$ cat config.mk
export PLATFORM = sky130hd
export DESIGN_NAME = dlds_top
export DESIGN_NICKNAME = d
export VERILOG_FILES = /design/src/pkg/dlds_pkg.sv /design/src/verilog/dlds_top.sv
export SDC_FILE = /design/constraint.sdc
export NUM_CORES = 2
export LEC_CHECK = 0
export BUFFER_PORTS_ARGS = -buffer_cell sky130_fd_sc_hd__buf_2
export CAP_MARGIN = 40
export CORE_MARGIN = 5
export CORE_UTILIZATION = 35
export CTS_CLUSTER_DIAMETER = 40
export DETAILED_ROUTE_END_ITERATION = 10
export PLACE_DENSITY = 0.59
export RECOVER_POWER = 25
export SLEW_MARGIN = 5
export SYNTH_ARGS = -nofsm -noshare
export SYNTH_HDL_FRONTEND = slang
export SYNTH_SLANG_ARGS = --single-unit
$ cat constraint.sdc
create_clock -name clk_sys -period 26.8 [get_ports clk_sys]
set_input_delay 2.68 -clock clk_sys [delete_from_list [all_inputs] [get_ports clk_sys]]
set_output_delay 2.68 -clock clk_sys [all_outputs]
set_load 0.02 [all_outputs]
$ cat src/pkg/dlds_pkg.sv
package dlds_pkg;

  ////////////////////////////////////////////////////////////////////////////
  // Timing
  localparam int unsigned CLK_PERIOD_NS = 25;
  localparam int unsigned TICK_PERIOD_NS = 10_000_000;
  localparam int unsigned TICK_CYCLES = (TICK_PERIOD_NS + CLK_PERIOD_NS - 1) / CLK_PERIOD_NS;
  localparam logic [3:0] TICKS_PER_TENTH_S = 4'ha;
  localparam logic [5:0] TENTHS_S_PER_TENTH_MIN = 6'h3c;
  localparam logic [7:0] FAN_STOP_TEMP_C = 8'h28;
  localparam logic [31:0] PCT_SCALE = 32'h0000_2710;

  ////////////////////////////////////////////////////////////////////////////
  // Register map, byte addresses
  localparam logic [7:0] REG_CTRL = 8'h00;
  localparam logic [7:0] REG_MAXFREQ = 8'h04;
  localparam logic [7:0] REG_FWIN1 = 8'h08;
  localparam logic [7:0] REG_FWIN2 = 8'h0c;
  localparam logic [7:0] REG_LOWCUR = 8'h10;
  localparam logic [7:0] REG_OVERRUN = 8'h14;
  localparam logic [7:0] REG_CWIN1 = 8'h18;
  localparam logic [7:0] REG_CWIN2 = 8'h1c;
  localparam logic [7:0] REG_TIMEDRUN = 8'h20;
  localparam logic [7:0] REG_AGUARD = 8'h24;
  localparam logic [7:0] REG_TEMP = 8'h28;
  localparam logic [7:0] REG_WAKE = 8'h2c;
  localparam logic [7:0] REG_SLEEP = 8'h30;
  localparam logic [7:0] REG_RUNTARGET = 8'h34;
  localparam logic [7:0] REG_STATUS = 8'h38;
  localparam logic [7:0] REG_REMAIN = 8'h3c;
  localparam logic [7:0] ADDR_SPAN = 8'h40;
  localparam int CTRL_TIMED_BIT = 0;
  localparam int CTRL_FAN_BIT = 1;
  localparam logic [1:0] AXI_OKAY = 2'h0;
  localparam logic [1:0] AXI_SLVERR = 2'h2;

  ////////////////////////////////////////////////////////////////////////////
  // Reset values (freq 0.01 Hz, current 0.1 %, volts 0.01 V)
  localparam logic [15:0] RST_MAX_FREQ = 16'h1388;
  localparam logic [15:0] RST_FWIN_CENTER = 16'h1388;
  localparam logic [15:0] RST_FWIN_WIDTH = 16'h0000;
  localparam logic [15:0] RST_LOWCUR_LEVEL = 16'h0032;
  localparam logic [15:0] RST_LOWCUR_DELAY = 16'h000a;
  localparam logic [15:0] RST_OVR_LIMIT = 16'h07d0;
  localparam logic [15:0] RST_OVR_DELAY = 16'h0000;
  localparam logic [15:0] RST_CWIN_CENTER = 16'h03e8;
  localparam logic [15:0] RST_CWIN_WIDTH = 16'h0000;
  localparam logic [15:0] RST_TIMED_MIN = 16'h0000;
  localparam logic [15:0] RST_AGUARD_LOW = 16'h0136;
  localparam logic [15:0] RST_AGUARD_HIGH = 16'h02a8;
  localparam logic [7:0] RST_TEMP_THR = 8'h5a;
  localparam logic [15:0] RST_SLEEP_WAKE = 16'h0000;
  localparam logic [15:0] RST_RUN_TARGET = 16'h0000;

  ////////////////////////////////////////////////////////////////////////////
  // Carriers
  typedef struct packed {
    logic timedRunEnable;
    logic fanModeSelect;
    logic [15:0] maxFreq;
    logic [15:0] freqWindow1Center;
    logic [15:0] freqWindow1Width;
    logic [15:0] freqWindow2Center;
    logic [15:0] freqWindow2Width;
    logic [15:0] lowCurrentLevel;
    logic [15:0] lowCurrentDelay;
    logic [15:0] overrunCurrentLimit;
    logic [15:0] overrunCurrentDelay;
    logic [15:0] curWindow1Center;
    logic [15:0] curWindow1Width;
    logic [15:0] curWindow2Center;
    logic [15:0] curWindow2Width;
    logic [15:0] timedRunMinutes;
    logic [15:0] analogGuardLow;
    logic [15:0] analogGuardHigh;
    logic [7:0] heatsinkTempThreshold;
    logic [15:0] wakeFreq;
    logic [15:0] wakeDelay;
    logic [15:0] sleepFreq;
    logic [15:0] sleepDelay;
    logic [15:0] thisRunTimeTarget;
  } dlds_cfg_type;

  localparam dlds_cfg_type CFG_RESET = '{
    1'b0, 1'b0, RST_MAX_FREQ, RST_FWIN_CENTER, RST_FWIN_WIDTH, RST_FWIN_CENTER,
    RST_FWIN_WIDTH, RST_LOWCUR_LEVEL, RST_LOWCUR_DELAY, RST_OVR_LIMIT, RST_OVR_DELAY,
    RST_CWIN_CENTER, RST_CWIN_WIDTH, RST_CWIN_CENTER, RST_CWIN_WIDTH, RST_TIMED_MIN,
    RST_AGUARD_LOW, RST_AGUARD_HIGH, RST_TEMP_THR, RST_SLEEP_WAKE, RST_SLEEP_WAKE,
    RST_SLEEP_WAKE, RST_SLEEP_WAKE, RST_RUN_TARGET};

  typedef struct packed {
    logic [15:0] outFreq;
    logic [15:0] outCurrent;
    logic [15:0] setFreq;
    logic [15:0] analogInFirst;
    logic [7:0] heatsinkTemp;
    logic running;
    logic runCmd;
  } dlds_meas_type;

  typedef struct packed {
    logic runTimeReached;
    logic tempReached;
    logic analogOutOfRange;
    logic timedRunDone;
    logic curWindow2;
    logic curWindow1;
    logic overrunCurrent;
    logic lowCurrent;
    logic freqWindow2;
    logic freqWindow1;
  } dlds_flags_type;

  typedef struct packed {
    logic awvalid;
    logic [7:0] awaddr;
    logic wvalid;
    logic [31:0] wdata;
    logic [3:0] wstrb;
    logic bready;
    logic arvalid;
    logic [7:0] araddr;
    logic rready;
  } dlds_axi_req_type;

  typedef struct packed {
    logic awready;
    logic wready;
    logic bvalid;
    logic [1:0] bresp;
    logic arready;
    logic rvalid;
    logic [31:0] rdata;
    logic [1:0] rresp;
  } dlds_axi_rsp_type;

endpackage

$ cat src/verilog/dlds_top.sv
// Overview of operation
// RQ1 - Two frequency windows flag output frequency within center plus/minus width.
// RQ2 - Low-current flag once current stays at or below level past delay.
// RQ3 - Overrun flag once current stays above limit past delay; zero disables.
// RQ4 - Two current windows flag output current within center plus/minus width.
// RQ5 - Timed run clears timer at start; on expiry stops drive and flags.
// RQ6 - Timed run counted in tenths of minutes; remaining time readable.
// RQ7 - Analog input flag when voltage above high or below low guard.
// RQ8 - Temperature flag once heatsink reaches programmed threshold.
// RQ9 - Fan mode zero: fan on while running, or stopped above 40 degrees.
// RQ10 - Fan mode one: fan always on after power-on.
// RQ11 - Running with set frequency at or below sleep level for delay: dormant, stop.
// RQ12 - Dormant with run command, set frequency at or above wake level: restart.
// RQ13 - Sleep and wake disabled when both frequencies are zero.
// RQ14 - Software should program wake frequency no lower than sleep frequency.
// RQ15 - Software selects halted process controller while dormant.
// RQ16 - Run-time flag once time since latest start reaches target.
// RQ17 - Flags are levels re-evaluated each tick; delay counters clear on loss.
module dlds_top #(
  parameter int unsigned TICK_CYCLES = dlds_pkg::TICK_CYCLES
) (
  input wire logic clk_sys,
  input wire logic nrst,
  input wire dlds_pkg::dlds_axi_req_type axiReq,
  output dlds_pkg::dlds_axi_rsp_type axiRsp,
  input wire dlds_pkg::dlds_meas_type meas,
  output dlds_pkg::dlds_flags_type flags,
  output logic fanOn,
  output logic dormant,
  output logic driveRunEn,
  output logic [15:0] timedRunRemaining
);

  typedef struct packed {
    dlds_pkg::dlds_cfg_type cfg;
    logic [31:0] tickCnt;
    logic [3:0] tenthCnt;
    logic [5:0] minCnt;
    logic [15:0] lowCurCnt;
    logic [15:0] overCurCnt;
    logic [15:0] sleepCnt;
    logic [15:0] wakeCnt;
    logic [15:0] runElapsed;
    logic runningD;
    dlds_pkg::dlds_flags_type flags;
    logic fanOn;
    logic dormant;
    logic timedStop;
    logic driveRunEn;
    logic awHeld;
    logic [7:0] awAddr;
    logic wHeld;
    logic [31:0] wData;
    logic [3:0] wStrb;
    logic bvalid;
    logic [1:0] bresp;
    logic rvalid;
    logic [31:0] rdata;
    logic [1:0] rresp;
  } dlds_state_type;

  dlds_state_type s_ff;
  dlds_state_type nxt_s;
  logic tick;
  logic tenthTick;
  logic minTick;
  logic startEdge;
  logic timedDone;
  logic sleepOn;
  logic [15:0] freqWidth1;
  logic [15:0] freqWidth2;
  logic [15:0] remain;
  logic [31:0] merged;

  ////////////////////////////////////////////////////////////////////////////
  // Helpers

  // 17 bits so center plus width never wraps
  function automatic logic inWindow(input logic [15:0] v, input logic [15:0] c,
                                    input logic [15:0] w);
    inWindow = ({1'b0, v} + {1'b0, w} >= {1'b0, c}) && ({1'b0, v} <= {1'b0, c} + {1'b0, w});
  endfunction

  function automatic logic [31:0] regRead(input logic [7:0] a, input dlds_state_type st,
                                          input logic [15:0] rem);
    logic [31:0] d;
    d = 32'h0000_0000;
    case ({a[7:2], 2'b00})
      dlds_pkg::REG_CTRL: begin
        d[dlds_pkg::CTRL_TIMED_BIT] = st.cfg.timedRunEnable;
        d[dlds_pkg::CTRL_FAN_BIT] = st.cfg.fanModeSelect;
      end
      dlds_pkg::REG_MAXFREQ: d = {16'h0000, st.cfg.maxFreq};
      dlds_pkg::REG_FWIN1: d = {st.cfg.freqWindow1Width, st.cfg.freqWindow1Center};
      dlds_pkg::REG_FWIN2: d = {st.cfg.freqWindow2Width, st.cfg.freqWindow2Center};
      dlds_pkg::REG_LOWCUR: d = {st.cfg.lowCurrentDelay, st.cfg.lowCurrentLevel};
      dlds_pkg::REG_OVERRUN: d = {st.cfg.overrunCurrentDelay, st.cfg.overrunCurrentLimit};
      dlds_pkg::REG_CWIN1: d = {st.cfg.curWindow1Width, st.cfg.curWindow1Center};
      dlds_pkg::REG_CWIN2: d = {st.cfg.curWindow2Width, st.cfg.curWindow2Center};
      dlds_pkg::REG_TIMEDRUN: d = {16'h0000, st.cfg.timedRunMinutes};
      dlds_pkg::REG_AGUARD: d = {st.cfg.analogGuardHigh, st.cfg.analogGuardLow};
      dlds_pkg::REG_TEMP: d = {24'h000000, st.cfg.heatsinkTempThreshold};
      dlds_pkg::REG_WAKE: d = {st.cfg.wakeDelay, st.cfg.wakeFreq};
      dlds_pkg::REG_SLEEP: d = {st.cfg.sleepDelay, st.cfg.sleepFreq};
      dlds_pkg::REG_RUNTARGET: d = {16'h0000, st.cfg.thisRunTimeTarget};
      dlds_pkg::REG_STATUS: d = {19'h00000, st.driveRunEn, st.dormant, st.fanOn, st.flags};
      dlds_pkg::REG_REMAIN: d = {16'h0000, rem};
      default: d = 32'h0000_0000;
    endcase
    regRead = d;
  endfunction

  function automatic logic [31:0] mergeStrb(input logic [31:0] old, input logic [31:0] nw,
                                            input logic [3:0] strb);
    logic [31:0] m;
    m = old;
    for (int i = 0; i < 4; i++) begin
      if (strb[i]) begin
        m[i*8 +: 8] = nw[i*8 +: 8];
      end
    end
    mergeStrb = m;
  endfunction

  ////////////////////////////////////////////////////////////////////////////
  // Time base and derived values

  assign tick = s_ff.tickCnt == 32'(TICK_CYCLES - 1);
  assign tenthTick = tick && (s_ff.tenthCnt == dlds_pkg::TICKS_PER_TENTH_S - 4'h1);
  assign minTick = tenthTick && (s_ff.minCnt == dlds_pkg::TENTHS_S_PER_TENTH_MIN - 6'h1);
  assign startEdge = meas.running && !s_ff.runningD;
  // Masked on start and while stopped, so a stop never sticks
  assign timedDone = s_ff.cfg.timedRunEnable && meas.running && !startEdge
                     && (s_ff.runElapsed >= s_ff.cfg.timedRunMinutes); // RQ5
  assign sleepOn = (s_ff.cfg.wakeFreq != 16'h0000) || (s_ff.cfg.sleepFreq != 16'h0000); // RQ13
  assign freqWidth1 = 16'((32'(s_ff.cfg.maxFreq) * 32'(s_ff.cfg.freqWindow1Width))
                          / dlds_pkg::PCT_SCALE);
  assign freqWidth2 = 16'((32'(s_ff.cfg.maxFreq) * 32'(s_ff.cfg.freqWindow2Width))
                          / dlds_pkg::PCT_SCALE);
  assign remain = (s_ff.cfg.timedRunMinutes > s_ff.runElapsed)
                  ? s_ff.cfg.timedRunMinutes - s_ff.runElapsed : 16'h0000; // RQ6
  assign merged = mergeStrb(regRead(s_ff.awAddr, s_ff, remain), s_ff.wData, s_ff.wStrb);

  ////////////////////////////////////////////////////////////////////////////
  // Next state

  always_comb begin
    nxt_s = s_ff;
    nxt_s.tickCnt = tick ? 32'h0000_0000 : s_ff.tickCnt + 32'h0000_0001;
    if (tick) begin
      nxt_s.tenthCnt = tenthTick ? 4'h0 : s_ff.tenthCnt + 4'h1;
    end
    if (startEdge) begin
      nxt_s.minCnt = 6'h00;
    end else if (tenthTick) begin
      nxt_s.minCnt = minTick ? 6'h00 : s_ff.minCnt + 6'h01;
    end
    nxt_s.runningD = meas.running;

    // Run time since start, 0.1 min
    if (startEdge) begin
      nxt_s.runElapsed = 16'h0000; // RQ5
    end else if (meas.running && minTick && s_ff.runElapsed != 16'hffff) begin
      nxt_s.runElapsed = s_ff.runElapsed + 16'h0001; // RQ6
    end

    // Expiry wins over release
    if (timedDone) begin
      nxt_s.timedStop = 1'b1; // RQ5
    end else if (!meas.runCmd) begin
      nxt_s.timedStop = 1'b0;
    end
    nxt_s.flags.timedRunDone = timedDone; // RQ5

    if (tick) begin
      nxt_s.flags.freqWindow1 = inWindow(meas.outFreq, s_ff.cfg.freqWindow1Center,
                                         freqWidth1); // RQ1
      nxt_s.flags.freqWindow2 = inWindow(meas.outFreq, s_ff.cfg.freqWindow2Center,
                                         freqWidth2); // RQ1
      nxt_s.flags.curWindow1 = inWindow(meas.outCurrent, s_ff.cfg.curWindow1Center,
                                        s_ff.cfg.curWindow1Width); // RQ4
      nxt_s.flags.curWindow2 = inWindow(meas.outCurrent, s_ff.cfg.curWindow2Center,
                                        s_ff.cfg.curWindow2Width); // RQ4
      if (meas.outCurrent <= s_ff.cfg.lowCurrentLevel) begin
        if (s_ff.lowCurCnt < s_ff.cfg.lowCurrentDelay) begin
          nxt_s.lowCurCnt = s_ff.lowCurCnt + 16'h0001;
        end
        nxt_s.flags.lowCurrent = s_ff.lowCurCnt >= s_ff.cfg.lowCurrentDelay; // RQ2
      end else begin
        nxt_s.lowCurCnt = 16'h0000; // RQ17
        nxt_s.flags.lowCurrent = 1'b0;
      end
      if (s_ff.cfg.overrunCurrentLimit != 16'h0000
          && meas.outCurrent > s_ff.cfg.overrunCurrentLimit) begin
        if (s_ff.overCurCnt < s_ff.cfg.overrunCurrentDelay) begin
          nxt_s.overCurCnt = s_ff.overCurCnt + 16'h0001;
        end
        nxt_s.flags.overrunCurrent = s_ff.overCurCnt >= s_ff.cfg.overrunCurrentDelay; // RQ3
      end else begin
        nxt_s.overCurCnt = 16'h0000; // RQ17
        nxt_s.flags.overrunCurrent = 1'b0;
      end
      nxt_s.flags.analogOutOfRange = (meas.analogInFirst > s_ff.cfg.analogGuardHigh)
                                     || (meas.analogInFirst < s_ff.cfg.analogGuardLow); // RQ7
      nxt_s.flags.tempReached = meas.heatsinkTemp >= s_ff.cfg.heatsinkTempThreshold; // RQ8
      nxt_s.flags.runTimeReached = meas.running && s_ff.cfg.thisRunTimeTarget != 16'h0000
                                   && s_ff.runElapsed >= s_ff.cfg.thisRunTimeTarget; // RQ16
    end

    if (s_ff.cfg.fanModeSelect) begin
      nxt_s.fanOn = 1'b1; // RQ10
    end else begin
      nxt_s.fanOn = meas.running || (meas.heatsinkTemp > dlds_pkg::FAN_STOP_TEMP_C); // RQ9
    end

    // Sleep and wake on the 0.1 s tick
    if (!sleepOn) begin
      nxt_s.dormant = 1'b0; // RQ13
      nxt_s.sleepCnt = 16'h0000;
      nxt_s.wakeCnt = 16'h0000;
    end else if (!s_ff.dormant) begin
      nxt_s.wakeCnt = 16'h0000;
      if (meas.running && meas.setFreq <= s_ff.cfg.sleepFreq) begin
        if (tenthTick) begin
          if (s_ff.sleepCnt >= s_ff.cfg.sleepDelay) begin
            nxt_s.dormant = 1'b1; // RQ11
            nxt_s.sleepCnt = 16'h0000;
          end else begin
            nxt_s.sleepCnt = s_ff.sleepCnt + 16'h0001;
          end
        end
      end else begin
        nxt_s.sleepCnt = 16'h0000;
      end
    end else begin
      nxt_s.sleepCnt = 16'h0000;
      if (!meas.runCmd) begin
        // No command: nothing to wake for
        nxt_s.dormant = 1'b0;
        nxt_s.wakeCnt = 16'h0000;
      end else if (meas.setFreq >= s_ff.cfg.wakeFreq) begin
        if (tenthTick) begin
          if (s_ff.wakeCnt >= s_ff.cfg.wakeDelay) begin
            nxt_s.dormant = 1'b0; // RQ12
            nxt_s.wakeCnt = 16'h0000;
          end else begin
            nxt_s.wakeCnt = s_ff.wakeCnt + 16'h0001;
          end
        end
      end else begin
        nxt_s.wakeCnt = 16'h0000;
      end
    end
    nxt_s.driveRunEn = meas.runCmd && !nxt_s.timedStop && !nxt_s.dormant; // RQ5 RQ11 RQ12

    ////////////////////////////////////////////////////////////////////////////
    // AXI4-Lite write, aw and w in either order
    if (axiReq.awvalid && axiRsp.awready) begin
      nxt_s.awHeld = 1'b1;
      nxt_s.awAddr = axiReq.awaddr;
    end
    if (axiReq.wvalid && axiRsp.wready) begin
      nxt_s.wHeld = 1'b1;
      nxt_s.wData = axiReq.wdata;
      nxt_s.wStrb = axiReq.wstrb;
    end
    if (s_ff.awHeld && s_ff.wHeld) begin
      nxt_s.awHeld = 1'b0;
      nxt_s.wHeld = 1'b0;
      nxt_s.bvalid = 1'b1;
      nxt_s.bresp = (s_ff.awAddr >= dlds_pkg::ADDR_SPAN) ? dlds_pkg::AXI_SLVERR
                                                        : dlds_pkg::AXI_OKAY;
      case ({s_ff.awAddr[7:2], 2'b00})
        dlds_pkg::REG_CTRL: begin
          nxt_s.cfg.timedRunEnable = merged[dlds_pkg::CTRL_TIMED_BIT];
          nxt_s.cfg.fanModeSelect = merged[dlds_pkg::CTRL_FAN_BIT];
        end
        dlds_pkg::REG_MAXFREQ: nxt_s.cfg.maxFreq = merged[15:0];
        dlds_pkg::REG_FWIN1: {nxt_s.cfg.freqWindow1Width, nxt_s.cfg.freqWindow1Center} = merged;
        dlds_pkg::REG_FWIN2: {nxt_s.cfg.freqWindow2Width, nxt_s.cfg.freqWindow2Center} = merged;
        dlds_pkg::REG_LOWCUR: {nxt_s.cfg.lowCurrentDelay, nxt_s.cfg.lowCurrentLevel} = merged;
        dlds_pkg::REG_OVERRUN: begin
          {nxt_s.cfg.overrunCurrentDelay, nxt_s.cfg.overrunCurrentLimit} = merged;
        end
        dlds_pkg::REG_CWIN1: {nxt_s.cfg.curWindow1Width, nxt_s.cfg.curWindow1Center} = merged;
        dlds_pkg::REG_CWIN2: {nxt_s.cfg.curWindow2Width, nxt_s.cfg.curWindow2Center} = merged;
        dlds_pkg::REG_TIMEDRUN: nxt_s.cfg.timedRunMinutes = merged[15:0];
        dlds_pkg::REG_AGUARD: {nxt_s.cfg.analogGuardHigh, nxt_s.cfg.analogGuardLow} = merged;
        dlds_pkg::REG_TEMP: nxt_s.cfg.heatsinkTempThreshold = merged[7:0];
        dlds_pkg::REG_WAKE: {nxt_s.cfg.wakeDelay, nxt_s.cfg.wakeFreq} = merged;
        dlds_pkg::REG_SLEEP: {nxt_s.cfg.sleepDelay, nxt_s.cfg.sleepFreq} = merged;
        dlds_pkg::REG_RUNTARGET: nxt_s.cfg.thisRunTimeTarget = merged[15:0];
        default: nxt_s.cfg = s_ff.cfg;
      endcase
    end
    if (s_ff.bvalid && axiReq.bready) begin
      nxt_s.bvalid = 1'b0;
    end

    // Read: answered one cycle after the address
    if (s_ff.rvalid && axiReq.rready) begin
      nxt_s.rvalid = 1'b0;
    end
    if (axiReq.arvalid && axiRsp.arready) begin
      nxt_s.rvalid = 1'b1;
      nxt_s.rdata = regRead(axiReq.araddr, s_ff, remain);
      nxt_s.rresp = (axiReq.araddr >= dlds_pkg::ADDR_SPAN) ? dlds_pkg::AXI_SLVERR
                                                           : dlds_pkg::AXI_OKAY;
    end
  end

  always_ff @(posedge clk_sys or negedge nrst) begin
    if (!nrst) begin
      s_ff <= '0;
      s_ff.cfg <= dlds_pkg::CFG_RESET;
    end else begin
      s_ff <= nxt_s;
    end
  end

  ////////////////////////////////////////////////////////////////////////////
  // Outputs
  assign axiRsp.awready = !s_ff.awHeld && !s_ff.bvalid;
  assign axiRsp.wready = !s_ff.wHeld && !s_ff.bvalid;
  assign axiRsp.bvalid = s_ff.bvalid;
  assign axiRsp.bresp = s_ff.bresp;
  assign axiRsp.arready = !s_ff.rvalid;
  assign axiRsp.rvalid = s_ff.rvalid;
  assign axiRsp.rdata = s_ff.rdata;
  assign axiRsp.rresp = s_ff.rresp;
  assign flags = s_ff.flags;
  assign fanOn = s_ff.fanOn;
  assign dormant = s_ff.dormant;
  assign driveRunEn = s_ff.driveRunEn;
  assign timedRunRemaining = remain;

endmodule

==> flow_metrics.py <==
metrics = {
    "status": {
        "status": "finished, violations left",
        "violations": "design-rule violations, max-capacitance violations, max-slew violations",
    },
    "clock_tree": {
        "cts-root-buf": "clkbuf_16",
        "clk_pin_slew_ns": 0.06,
        "clk_latency_ns": 0.71,
        "ctsHtreeMaxLevel": 3,
        "clock_path_buffers": 3,
        "cts_tree": "yes",
        "ctsHoldBuffers": 0,
        "cts_sinks": 563,
        "cts_buffers": 85,
    },
    "setup_path": {
        "worst_ep_arrival_time_ns": 26.69,
        "crit_type": "flop to flop",
        "worst_r2r_path_depth": 104,
        "critPathMaxStageDelay_ns": 0.66,
        "crit_path_top_delay_cell": "dfstp_2",
        "crit_path_start_kind": "flop",
        "end_kind": "flop",
        "path_max_fanout": 26,
        "crit_path_frequent_cell": "a21o_1",
        "critPathRequiredTime_ns": 27.43,
    },
    "grt": {
        "overflow": 0,
        "antenna_found_initial": 12,
        "grt_usage_pct": 24.8,
        "grt_max_degree": 118,
        "grt_pass1_wl_mm": 424,
        "first_global_vias": 69400,
    },
    "layout": {
        "drive_above_1_share_pct": 20.6,
        "fill_cells": 21200,
        "syn_to_final_growth_pct": 16.4,
        "layout.nets": 10400,
        "fin_cells": 12100,
    },
    "drt": {
        "drtIter0Drc": 6888,
        "wire_per_inst_um": 23.4,
        "vias": 69600,
        "via_per_inst": 5.77,
        "ant_nets": 0,
        "first_pass_iters": 11,
        "routed_wirelength_mm": 283,
        "drc": 7,
    },
    "synth": {
        "syn_area_sq_um": 73800,
        "yosys_warnings": 0,
        "yosysSeqAreaShare_pct": 19.2,
        "synth.largest_area_cell": "dfrtp_1",
        "synth_top_area_share_pct": 17.4,
        "synth_most_common_cell": "inv_1",
        "synthDistinctLibCells": 192,
        "ys_ff_latch": 563,
        "syn_inst": 8661,
        "synth.avg_cell_area_sq_um": 8.52,
        "synth_area_leaders": "dfrtp_1 17%, ha_1 11%, fa_1 11%, inv_1 4.5%, nand2_1 4.3%",
        "synth-async-reset-ratio_pct": 100,
        "synth_edf_count": 0,
        "synthFlopType": "dfrtp_1",
        "synth_common_cells": "888 x inv_1, 839 x nand2_1, 672 x ha_1",
    },
    "timing": {
        "hold_viol_final": 0,
        "slew-limit-headroom_pct": -66.8,
        "tightest_slew_ns": 2.50,
        "tns_ns": 0,
        "fin_crit_sh_pct": 97.2,
        "rsz0062_at_grt": "true",
        "finalSetupViolCount": 0,
        "clock_skew_ns": 0.0539,
        "slew_violations": 30,
        "fmax_mhz": 38.4,
        "min_period_ns": 26.06,
    },
    "floorplanning": {
        "core_area_sq_um": 210000,
        "num_rows": 168,
        "die_x_um": 469,
        "die_y_um": 469,
        "ios": 203,
        "initial_utilization_pct": 35.2,
        "dieArea_sq_um": 220000,
    },
    "placement": {
        "io_buffer_count": 196,
        "dpl.hpwl_mm": 224,
        "gp_congestion": 1.02,
        "dpl.cell_count": 11900,
    },
    "flow_run": {
        "cap_violations": 1,
    },
    "hold_path": {
        "hold_path_class": "flop to flop",
        "holdPathStages": 1,
    },
}
[cell families (layout without fill, tap and decap cells)]
kind of cell | Yosys count | count (layout) | synth area share, %
other | 1 | 11 | 0.00508
AOI/OAI and AO/OA | 2279 | 2280 | 22.1
xor gates and xnor gates | 422 | 422 | 5.25
adders and majority gates | 1096 | 1096 | 22.5
DFF | 563 | 563 | 19.2
buffers and inverters | 1340 | 1937 | 7.68
and+or+nand+nor | 2636 | 2636 | 18.1
muxes | 324 | 324 | 5.14
[worst max-delay path: cells and delay by family, from the launching register on]
kind	cells	cell delay [ns]
XOR/XNOR	9	1.76
AND/OR/NAND/NOR	19	4.77
buffers and inverters	13	1.85
flip-flops	1	0.66
adder cells (fa/ha/maj)	12	5.13
AO/OA/AOI/OAI	50	11.49
multiplexers	1	0.30
[layout by cell type (no fill, tap or decap), drive strengths merged, types with 118 or more instances in the layout]
cell / n
mux2: 222
a21o: 118
o21ai: 572
xnor2: 317
ha: 672
nand4: 120
buf: 880
nor2: 452
fa: 397
dfrtp: 512
nand3: 214
inv: 919
and2: 354
a22oi: 135
a21oi: 485
nand2: 844
nor3: 135
[layer usage]
metal | track usage (%) | vias to the layer above | routed length [um]
met5 | 0 | - | 35
met4 | 13.3 | 6 | 19300
met3 | 4.40 | 775 | 21200
met2 | 40.0 | 2924 | 126000
met1 | 31.7 | 34200 | 116000
li1 | - | 31700 | -
[metrics by stage]
step	setup slack [ns]	hold WS [ns]	utilization (%)	instance area (sq um)
CTS	0.0287	0.483	40.2	84400
finish	0.740	0.480	41.0	85900
detailed placement	-0.0262	0.470	38.7	81300
global route	-0.693	0.505	41.0	85900
floorplan	2.10	0.447	-	73800
global placement	0.113	0.465	38.4	80700
[worst paths after layout]
path                                        from  slack, ns               endpoint
setup / recovery           s_ff[556]$_DFFE_PN1P_       0.74   flags[1]$_DFFE_PN0N_
hold / removal               s_ff[220]$_DFF_PN0_       0.48    s_ff[220]$_DFF_PN0_
setup reg to reg           s_ff[556]$_DFFE_PN1P_       0.74   flags[1]$_DFFE_PN0N_
hold reg to reg              s_ff[220]$_DFF_PN0_       0.48    s_ff[220]$_DFF_PN0_
max in group asynchronous                   nrst      22.01    s_ff[216]$_DFF_PN0_
min in group asynchronous                   nrst       1.98  s_ff[180]$_DFFE_PN0P_
[timing repair]
action	in CTS	in global routing
endpoints found under the setup margin	2	2
cloned	0	1
setup buffers	0	49
resized for setup	10	215
pin swaps	0	50
[cell type report]
class                   count  area (sq um)  share of cell area, %
multi-input cells        6760         55200                   64.2
flip-flops and latches    563         14200                   16.5
repair buffers            881          6510                   7.57
well taps                2805          3510                   4.08
inverters                 898          3390                   3.94
clock buffers              95          2230                   2.60
clock inverters            63           881                   1.03
diodes                      9          22.5                 0.0262
[registers in the layout, indices dropped and copies added (netlist names)]
name	count
s_ff	514
axiRsp	36
flags	10
dormant	1
driveRunEn	1
fanOn	1
Power is left out: the tool's default activity adds up to more than one toggle a clock period on the data nets, which glitch-free logic cannot reach.
